==> config.mk <==
export PLATFORM = sky130hd
export DESIGN_NAME = gdr_gpio_port
export DESIGN_NICKNAME = d
export VERILOG_FILES = /design/src/hdl/gdr_pin_sync.v /design/src/hdl/gdr_gpio_port.v
export VERILOG_INCLUDE_DIRS = /design/src /design/src/hdl
export SDC_FILE = /design/constraint.sdc
export NUM_CORES = 1
export LEC_CHECK = 0
export BUFFER_PORTS_ARGS = -buffer_cell sky130_fd_sc_hd__buf_2
export CAP_MARGIN = 20
export CELL_PAD_IN_SITES_DETAIL_PLACEMENT = 1
export CELL_PAD_IN_SITES_GLOBAL_PLACEMENT = 2
export CORE_MARGIN = 8
export CORE_UTILIZATION = 36
export CTS_BUF_LIST = sky130_fd_sc_hd__clkbuf_2 sky130_fd_sc_hd__clkbuf_4 sky130_fd_sc_hd__clkbuf_8
export DETAILED_ROUTE_END_ITERATION = 16
export GPL_TIMING_DRIVEN = 0
export PLACE_DENSITY = 0.95
export SYNTH_ARGS = -nofsm -noshare
export SYNTH_HDL_FRONTEND = slang
export SYNTH_SLANG_ARGS = --single-unit
==> constraint.sdc <==
create_clock -name clk_i -period 4.7 [get_ports clk_i]
set_input_delay 0.235 -clock clk_i [delete_from_list [all_inputs] [get_ports clk_i]]
set_output_delay 0.235 -clock clk_i [all_outputs]
set_load 0.1 [all_outputs]
==> src/hdl/gdr_regs.vh <==
// Register map, field layout and reset values of the GPIO data and rise-trigger slice
`ifndef GDR_REGS_VH
`define GDR_REGS_VH

// ****************************************************************
// Bus geometry
// ****************************************************************
`define GDR_ADR_W        8
`define GDR_DAT_W        32
`define GDR_SEL_W        4
`define GDR_PIN_W        16

// ****************************************************************
// Register byte offsets
// ****************************************************************
`define GDR_OFS_BANK_EN  8'h08
`define GDR_OFS_DIR      8'h10
`define GDR_OFS_OUT      8'h14
`define GDR_OFS_OUT_SET  8'h18
`define GDR_OFS_OUT_CLR  8'h1C
`define GDR_OFS_IN       8'h20
`define GDR_OFS_RISE_SET 8'h24
`define GDR_OFS_RISE_CLR 8'h28
`define GDR_OFS_EVT_STAT 8'h40
`define GDR_OFS_EVT_MASK 8'h44

// ****************************************************************
// Field positions
// ****************************************************************
`define GDR_BANK_EN_BIT  0

// ****************************************************************
// Reset values
// ****************************************************************
`define GDR_RST_BANK_EN  1'h0
`define GDR_RST_DIR      16'hFFFF
`define GDR_RST_OUT      16'h0000
`define GDR_RST_RISE     16'h0000
`define GDR_RST_STAT     16'h0000
`define GDR_RST_MASK     16'h0000
`define GDR_RST_DATA     32'h0000_0000

// ****************************************************************
// Timing
// ****************************************************************
`define GDR_SYNC_STAGES  2

`endif

==> src/hdl/gdr_pin_sync.v <==
// Two-stage pin synchroniser with per-pin rising-edge detection
module gdr_pin_sync
#(
  parameter WIDTH = 16
)
(
  // Clock and reset
  input  wire             clk_i,
  input  wire             rst_i,
  // Asynchronous pin levels
  input  wire [WIDTH-1:0] async_i,
  // Synchronised level and one-cycle rise pulse
  output wire [WIDTH-1:0] level_o,
  output wire [WIDTH-1:0] rise_o
);

  genvar g;

  // ****************************************************************
  // Per-pin synchroniser and edge detector
  // ****************************************************************
  generate
    for (g = 0; g < WIDTH; g = g + 1)
    begin : pin
      reg meta_q;
      reg sync_q;
      reg prev_q;

      // First stage feeds only the second stage
      always @(posedge clk_i)
      begin
        if (rst_i)
        begin
          meta_q <= 1'b0;
          sync_q <= 1'b0;
          prev_q <= 1'b0;
        end
        else
        begin
          meta_q <= async_i[g];
          sync_q <= meta_q;
          prev_q <= sync_q;
        end
      end

      assign level_o[g] = sync_q;
      assign rise_o[g]  = sync_q & ~prev_q;
    end
  endgenerate

endmodule

==> src/hdl/gdr_gpio_port.v <==
// GPIO data, direction and rising-edge trigger slice behind a Wishbone slave
//
// Notes on behaviour
// - Output value bits 15-0 set the level driven on output pins.
// - Output value does not touch a pin configured as input; pin undriven.
// - Reading output value returns the register, not the pin level.
// - Bits 31-16 of every register read zero; writes there ignored.
// - Writing 1 to set-output alias sets that output bit; 0 no change.
// - Writing 1 to clear-output alias clears that output bit; 0 no change.
// - Reading either output alias returns the output value register.
// - Input register returns actual pin levels, whatever direction or output value.
// - Input register is read-only; bits 15-0 give pin levels.
// - Rise mask bit 1 raises pin event on each low-to-high pin change.
// - Rise mask has no address; changed only through set and clear aliases.
// - Writing 1 to set-rising alias sets that mask bit; 0 leaves it.
// - Reading set-rising alias returns the rise mask.
// - Direction 0 makes pin output from output value; 1 makes it input.
// - Pin events reach the processor only while bank enable bit 0 is 1.
// - Writing 1 to clear-rising alias clears that mask bit.
`include "gdr_regs.vh"

module gdr_gpio_port
#(
  parameter PINS = `GDR_PIN_W
)
(
  // Clock and reset
  input  wire                  clk_i,
  input  wire                  rst_i,
  // Wishbone classic slave
  input  wire                  wb_cyc_i,
  input  wire                  wb_stb_i,
  input  wire                  wb_we_i,
  input  wire [`GDR_ADR_W-1:0] wb_adr_i,
  input  wire [`GDR_SEL_W-1:0] wb_sel_i,
  input  wire [`GDR_DAT_W-1:0] wb_dat_i,
  output reg  [`GDR_DAT_W-1:0] wb_dat_o,
  output reg                   wb_ack_o,
  // Port pins, split into input, output and active-low enable
  input  wire [PINS-1:0]       port_pin_i,
  output reg  [PINS-1:0]       port_pin_o,
  output reg  [PINS-1:0]       port_pin_oe_n_o,
  // Pin events
  output reg  [PINS-1:0]       pin_event_out_o,
  output reg                   irq_o
);

  // ****************************************************************
  // Helper functions
  // ****************************************************************

  // Address match on a word-aligned offset
  function hit;
    input [`GDR_ADR_W-1:0] adr;
    input [`GDR_ADR_W-1:0] ofs;
    begin
      hit = (adr[`GDR_ADR_W-1:2] == ofs[`GDR_ADR_W-1:2]);
    end
  endfunction

  // Byte enables widened to a bit mask over the low half-word
  function [15:0] lane_mask;
    input [`GDR_SEL_W-1:0] sel;
    begin
      lane_mask = {{8{sel[1]}}, {8{sel[0]}}};
    end
  endfunction

  // Zero-extend a pin-wide value to bus width
  function [`GDR_DAT_W-1:0] widen;
    input [PINS-1:0] val;
    begin
      widen = {`GDR_DAT_W{1'b0}};
      widen[PINS-1:0] = val;
    end
  endfunction

  // ****************************************************************
  // Bus handshake state
  // ****************************************************************
  localparam [1:0] ST_IDLE = 2'b01;
  localparam [1:0] ST_ACK  = 2'b10;

  reg  [1:0]            state_q;
  reg  [1:0]            state_d;

  // ****************************************************************
  // Registers and next values
  // ****************************************************************
  reg                   bank_en_q;
  reg                   bank_en_d;
  reg  [PINS-1:0]       dir_q;
  reg  [PINS-1:0]       dir_d;
  reg  [PINS-1:0]       out_q;
  reg  [PINS-1:0]       out_d;
  reg  [PINS-1:0]       rise_q;
  reg  [PINS-1:0]       rise_d;
  reg  [PINS-1:0]       stat_q;
  reg  [PINS-1:0]       stat_d;
  reg  [PINS-1:0]       imask_q;
  reg  [PINS-1:0]       imask_d;
  reg  [`GDR_DAT_W-1:0] rdata_d;
  reg                   mapped_d;

  wire [15:0]           lanes_w;
  wire [PINS-1:0]       wmask_w;
  wire [PINS-1:0]       wbits_w;
  wire                  req_w;
  wire                  wr_w;
  wire [PINS-1:0]       level_w;
  wire [PINS-1:0]       rise_w;
  wire [PINS-1:0]       evt_w;
  wire                  take_w;
  wire                  irq_w;

  // ****************************************************************
  // Pin synchroniser
  // ****************************************************************
  gdr_pin_sync
  #(
    .WIDTH   (PINS)
  )
  u_sync
  (
    .clk_i   (clk_i),
    .rst_i   (rst_i),
    .async_i (port_pin_i),
    .level_o (level_w),
    .rise_o  (rise_w)
  );

  // ****************************************************************
  // Bus decode
  // ****************************************************************
  assign req_w   = wb_cyc_i & wb_stb_i;
  // Taken only from idle, so a strobe held past ack is not answered twice
  assign take_w  = (state_q == ST_IDLE) & req_w;
  // Writes take effect on the edge that the master sees ack
  assign wr_w    = req_w & wb_we_i & wb_ack_o;
  assign lanes_w = lane_mask(wb_sel_i);
  assign wmask_w = lanes_w[PINS-1:0];
  // Upper data bits never reach a register
  assign wbits_w = wb_dat_i[PINS-1:0] & wmask_w;

  always @*
  begin
    state_d = ST_IDLE;
    case (state_q)
      ST_IDLE:
      begin
        if (req_w)
        begin
          state_d = ST_ACK;
        end
      end
      ST_ACK:
      begin
        state_d = ST_IDLE;
      end
      default:
      begin
        state_d = ST_IDLE;
      end
    endcase
  end

  // ****************************************************************
  // Read multiplexer
  // ****************************************************************
  // Unmapped offsets answer with zero data and take no write
  always @*
  begin
    rdata_d  = `GDR_RST_DATA;
    mapped_d = 1'b1;
    if (hit(wb_adr_i, `GDR_OFS_BANK_EN))
    begin
      rdata_d[`GDR_BANK_EN_BIT] = bank_en_q;
    end
    else if (hit(wb_adr_i, `GDR_OFS_DIR))
    begin
      rdata_d = widen(dir_q);
    end
    else if (hit(wb_adr_i, `GDR_OFS_OUT) |
             hit(wb_adr_i, `GDR_OFS_OUT_SET) |
             hit(wb_adr_i, `GDR_OFS_OUT_CLR))
    begin
      rdata_d = widen(out_q);
    end
    else if (hit(wb_adr_i, `GDR_OFS_IN))
    begin
      rdata_d = widen(level_w);
    end
    else if (hit(wb_adr_i, `GDR_OFS_RISE_SET) |
             hit(wb_adr_i, `GDR_OFS_RISE_CLR))
    begin
      rdata_d = widen(rise_q);
    end
    else if (hit(wb_adr_i, `GDR_OFS_EVT_STAT))
    begin
      rdata_d = widen(stat_q);
    end
    else if (hit(wb_adr_i, `GDR_OFS_EVT_MASK))
    begin
      rdata_d = widen(imask_q);
    end
    else
    begin
      mapped_d = 1'b0;
    end
  end

  // ****************************************************************
  // Register write logic
  // ****************************************************************
  // Byte enables 0 and 1 each guard their own eight pins of a written register; enables 2 and 3 guard nothing
  always @*
  begin
    bank_en_d = bank_en_q;
    dir_d     = dir_q;
    out_d     = out_q;
    rise_d    = rise_q;
    imask_d   = imask_q;
    if (wr_w)
    begin
      if (hit(wb_adr_i, `GDR_OFS_BANK_EN) & wb_sel_i[0])
      begin
        bank_en_d = wb_dat_i[`GDR_BANK_EN_BIT];
      end
      if (hit(wb_adr_i, `GDR_OFS_DIR))
      begin
        dir_d = (dir_q & ~wmask_w) | wbits_w;
      end
      if (hit(wb_adr_i, `GDR_OFS_OUT))
      begin
        out_d = (out_q & ~wmask_w) | wbits_w;
      end
      if (hit(wb_adr_i, `GDR_OFS_OUT_SET))
      begin
        out_d = out_q | wbits_w;
      end
      if (hit(wb_adr_i, `GDR_OFS_OUT_CLR))
      begin
        out_d = out_q & ~wbits_w;
      end
      // The trigger mask itself has no address of its own
      if (hit(wb_adr_i, `GDR_OFS_RISE_SET))
      begin
        rise_d = rise_q | wbits_w;
      end
      if (hit(wb_adr_i, `GDR_OFS_RISE_CLR))
      begin
        rise_d = rise_q & ~wbits_w;
      end
      if (hit(wb_adr_i, `GDR_OFS_EVT_MASK))
      begin
        imask_d = (imask_q & ~wmask_w) | wbits_w;
      end
    end
  end

  // ****************************************************************
  // Event detection and sticky status
  // ****************************************************************
  // Armed rising edges, passed on only while the bank is enabled
  assign evt_w = rise_w & rise_q & {PINS{bank_en_q}};

  always @*
  begin
    stat_d = stat_q;
    if (wr_w & hit(wb_adr_i, `GDR_OFS_EVT_STAT))
    begin
      stat_d = stat_q & ~wbits_w;
    end
    // A new event beats a clear in the same cycle
    stat_d = stat_d | evt_w;
  end

  // Level interrupt follows the next status and mask, so it moves with them
  assign irq_w = |(stat_d & imask_d);

  // ****************************************************************
  // State registers
  // ****************************************************************
  always @(posedge clk_i)
  begin
    if (rst_i)
    begin
      state_q   <= ST_IDLE;
      bank_en_q <= `GDR_RST_BANK_EN;
      dir_q     <= `GDR_RST_DIR;
      out_q     <= `GDR_RST_OUT;
      rise_q    <= `GDR_RST_RISE;
      stat_q    <= `GDR_RST_STAT;
      imask_q   <= `GDR_RST_MASK;
    end
    else
    begin
      state_q   <= state_d;
      bank_en_q <= bank_en_d;
      dir_q     <= dir_d;
      out_q     <= out_d;
      rise_q    <= rise_d;
      stat_q    <= stat_d;
      imask_q   <= imask_d;
    end
  end

  // ****************************************************************
  // Output registers
  // ****************************************************************
  always @(posedge clk_i)
  begin
    if (rst_i)
    begin
      wb_ack_o        <= 1'b0;
      wb_dat_o        <= `GDR_RST_DATA;
      port_pin_o      <= `GDR_RST_OUT;
      port_pin_oe_n_o <= `GDR_RST_DIR;
      pin_event_out_o <= {PINS{1'b0}};
      irq_o           <= 1'b0;
    end
    else
    begin
      wb_ack_o <= take_w;
      if (take_w & mapped_d)
      begin
        wb_dat_o <= rdata_d;
      end
      else
      begin
        wb_dat_o <= `GDR_RST_DATA;
      end
      // Pin value follows the output register; enable follows direction
      port_pin_o      <= out_d;
      port_pin_oe_n_o <= dir_d;
      pin_event_out_o <= evt_w;
      irq_o           <= irq_w;
    end
  end

endmodule

== Yosys cells after proc, flatten, opt, wreduce, memory -nomap -nowiden ==
Cells that the tools add are included.
Storage, ports and cells
  flip-flop bits (word level): 181
  input bits: 65
  output and inout bits: 82
  word-level logic and storage cells: 168
Operators by class
  eq/ne operators: 11
  mux-type cells: 23
  bitwise logic cells: 62
  reduce and logical (&&, ||, !) cells: 11
Operators with widths (count)
  two-way mux 16 bit: 14
  bitwise AND 16 bit: 10
  OR 16 bit: 6
  inverter 16 bit: 2
  equality test 6 x 3 -> 1 bit (second input constant): 4
  bitwise AND 1 bit: 23
  equality test 6 x 4 -> 1 bit (second input constant): 3
  inverter 1 bit: 18
  OR reduction 16 bit: 1
  equality test 6 x 5 -> 1 bit (second input constant): 2
  two-way mux 1 bit: 8
  AND reduction 2 bit: 4
  OR reduction 8 bit: 1
  equality test 6 x 2 -> 1 bit (second input constant): 1
  OR reduction 2 bit: 2
  OR 1 bit: 3
  nonzero test 3 bit: 1
  OR reduction 3 bit: 1
  equality test 2 x 1 -> 1 bit (second input constant): 1
  two-way mux 2 bit: 1
  nonzero test 2 bit: 1

== Longest topological paths before layout ==
  word-level depth: 11
  gate-level depth with buffers: 9
  mapped depth without buffers: 6

== Cells and area by module ==
A second synthesis with hierarchy kept.
Unflattened totals
  cell total of the unflattened synthesis: 750
  area, all modules: 6645.1 um^2
Modules (own cells, without submodules)
  gdr_gpio_port: times used 1, cells an instance 617, area an instance 5119.9 um^2, seq. area each 2342.2 um^2
  gdr_pin_sync: times used 1, cells an instance 133, area an instance 1525.2 um^2, seq. area each 960.9 um^2

== Least setup slack after synthesis ==
OpenSTA, ideal clock, no wires.
  path kind: reg-to-reg
  from: reg wb_ack_o
  to: reg irq_o
  setup time: 0.132 ns
  arrival time: 2.450 ns
  data required time: 4.568 ns
  path slack: 2.117 ns
  stages on the path, launching flop included: 9
  buffers on the path: 2
  period minus slack after synthesis: 2.583 ns
  path through: dfxtp_1 -> and4_1 -> buf_2 -> clkbuf_1 -> nand4_1 -> a21oi_1 -> o22ai_1 -> nor4_1 -> a21oi_1
On the way
  cells in the longest elaborated chain, start to end: 6
  elaborated cells on any way between the ends: 7
  those cells by class: 2 x mux; 4 x bitwise; 1 x reduce/logical
Ends and longest elaborated chain
  start, declared: line gdr_gpio_port.v:38  | output reg wb_ack_o,
  start signal, assigned: line gdr_gpio_port.v:324  | wb_ack_o <= take_w;
  bitwise AND 1 bit (*): line gdr_gpio_port.v:139  | assign wr_w = req_w & wb_we_i & wb_ack_o;
  bitwise AND 1 bit: line gdr_gpio_port.v:270  | if (wr_w & hit(wb_adr_i, `GDR_OFS_EVT_STAT))
  two-way mux 16 bit: line gdr_gpio_port.v:270
  OR 16 bit: line gdr_gpio_port.v:275  | stat_d = stat_d | evt_w;
  bitwise AND 16 bit (*): line gdr_gpio_port.v:279  | assign irq_w = |(stat_d & imask_d);
  OR reduction 16 bit (*): line gdr_gpio_port.v:279
  end signal, assigned: line gdr_gpio_port.v:337  | irq_o <= irq_w;
  end, declared: line gdr_gpio_port.v:45  | output reg irq_o
Mark *: on every way between the ends. The rest lies on a longest branch, timed or not.
A chain may end at the register's enable or synchronous reset.

== Final worst setup path ==
Ends and elaborated chain as after synthesis.

==> metrics.txt <==
status complete, no violations; CTS sink count 165; Clock transition at path regs 0.09 ns; worst-margin pin slew 1.08 ns; power per standard cell area 351 nW/µm²; height of the die 149 µm; pre-CTS WS 2.11 ns; MaxCap Viol Count 0; vias in the first global route 5991; Final ANT Viol Nets 0; Unique masters post-synth 40; post-route cell area 7820 µm²; first-pass GRT wire length 34600 µm; H-tree Lvls 4; Die Area 22100 µm²; Ys Warns 0; diode count 0; Seq/Total Area, Yosys 52.0%; period utilization 56.9%; post-DR wirelength/cell 21.2 µm; GRT Resource Usage Total 20.5%; CTS root buf clkbuf_8; Slew Limit Fails 0; Highest Signal Layer met4; wire length on met3 1610 µm; # IOs 147; Post-Place Cells 1033; Cell Area, Synth 6350 µm²; RSZ-0062 raised after global routing false; highest-count cells in the layout ignoring fill and taps dfxtp_1, buf_2, a21oi_1; Final Wtd Congestion 0.920; most common cell after layout, fill and taps aside dfxtp_1; Hold WC Path Type in2reg; DP HPWL 17100 µm; EDFF count, synth 0; Final nets 908; Max IR drop VDD 0.000210 V; Pre-antenna DRT Iters 5; Setup TNS Final 0 ns; fillers 2067; WL met2 10600 µm; Final Util 45.2%; Startpoint Class flop; Rows 48; area post-placement 7230 µm²; DRC 0; CP Cell Sequence and4_1, buf_2, clkbuf_1, nand4_1, a21oi_1, o22ai_1, nor4_1, a21oi_1; Max FO, Critical Path 10; Area growth syn-to-layout 23.2%; Synth Area per Inst 9.29 µm²; Starting Density 36.7%; Max transition margin 27.6%; CP Data Arrival Time 2.99 ns; final setup margin 2.02 ns; # port buffers 109; Yosys reg bits 165; Worst-Skew Late Latency 0.46 ns; total CTS buffers 17; Most common cell on crit path a21oi_1; CP max-delay cell clkbuf_1; Critical Path RT 5.02 ns; largest net degree at the start of global routing 17; grt ovf 0; Final Hold Viols 0; Die Width 149 µm; fmax 374 MHz; Synth Instances 684; CP Class reg2reg; vias per cell 5.38; final WL 22900 µm; post_cts resized 0; wire length on met1 10100 µm; DR vias 5813; post-route insts no fill 1081; crit-path leading delay family buffers and inverters; clock skew 0.00914 ns; layout cells sized above 1 20.1%; initial antenna violation count 0; CTS tree done; drt first-iter violations 455; fin crit period 2.68 ns; Clock Tree Buf Depth 2; Primary FF master, synth dfxtp_1; Synth async-reset ratio 0%; core area 17300 µm²; max incr delay on CP 0.52 ns; WP buf/inv 2; Pleak 3.24 nW; CP Capture Type flop; Final setup viols 0
## per-layer routing
layer | global-route usage [%] | vias up
met2 | 32.8 | 241
met3 | 4.95 | 33
met1 | 25.9 | 2836
met4 | 8.43 | 0
met5 | 0 | -
li1 | - | 2703
## final cells by class
| class | instances | area (µm²) | share of cell area, % |
|---|---|---|---|
| Sequential cell | 165 | 3300 | 42.2 |
| Multi-Input combinational cell | 471 | 2790 | 35.6 |
| Timing Repair Buffer | 125 | 706 | 9.02 |
| Buffer | 61 | 308 | 3.93 |
| Tap cell | 225 | 282 | 3.60 |
| Clock buffer | 19 | 255 | 3.26 |
| Clock inverter | 13 | 174 | 2.22 |
| Inverter | 2 | 7.51 | 0.0960 |
## path summary, 6_finish.rpt
path | from | end | slack, ns | depth (start not counted)
worst min-delay path | wb_dat_i[1] | flop | 0.03 | 3
worst min register to register | u_sync.pin[12].meta_q$_SDFF_PP0_ | u_sync.pin[12].sync_q$_SDFF_PP0_ | 0.44 | 1
worst max-delay path | wb_ack_o$_SDFF_PP0_ | irq_o$_SDFF_PP0_ | 2.02 | 8
worst max register to register | wb_ack_o$_SDFF_PP0_ | irq_o$_SDFF_PP0_ | 2.02 | 8
## logic make-up after synthesis
group                     synth area share (%)
AOI/OAI and AO/OA                         15.5
xor gates and xnor gates                 0.138
buffers and inverters                     4.96
DFF                                       52.0
muxes                                     2.68
other                                   0.0590
and+or+nand+nor                           24.6
## where the power goes
part           switching, W  leakage, nW  internal [W]
Sequential       0.00000763         1.34       0.00141
Clock              0.000553        0.212      0.000554
Combinational      0.000154         1.69     0.0000598
Total              0.000715         3.24       0.00203
## stage by stage
step / hold slack, ns / power (W)
floorplan: 0.359 / 0.00159
global placement: 0.416 / 0.00165
detailed placement: 0.425 / 0.00166
CTS: 0.0140 / 0.00275
global route: 0.0351 / 0.00283
finish: 0.0281 / 0.00274
## timing repair
action | in CTS | in global routing
buffers inserted | 0 | 0
endpoints found under the hold margin | 16 | 0
hold buffers | 16 | 0
## synthesized netlist by cell type, types with 4 or more instances
cell	number	share of area, %
buf_2	9	0.71
buf_4	18	2.1
nand3b_1	18	2.1
and2_1	17	1.7
nor2b_1	65	6.4
nor3_1	5	0.39
nand2_1	64	3.8
and4b_1	16	2.5
a222oi_1	4	0.63
a22oi_1	29	3.4
o22ai_1	8	0.79
a221oi_1	11	1.5
dfxtp_1	165	52
nand4_1	18	1.8
a211oi_1	16	1.9
a21oi_1	67	5.3
nor2_1	57	3.4
o21ai_0	18	1.4
clkbuf_1	32	1.9
mux2i_1	17	2.7
## worst min-delay path: stages
cell	delay, ns
buf_2	0.11
nand2_1	0.05
nand3b_1	0.07
(Power assumes the default switching activity.)
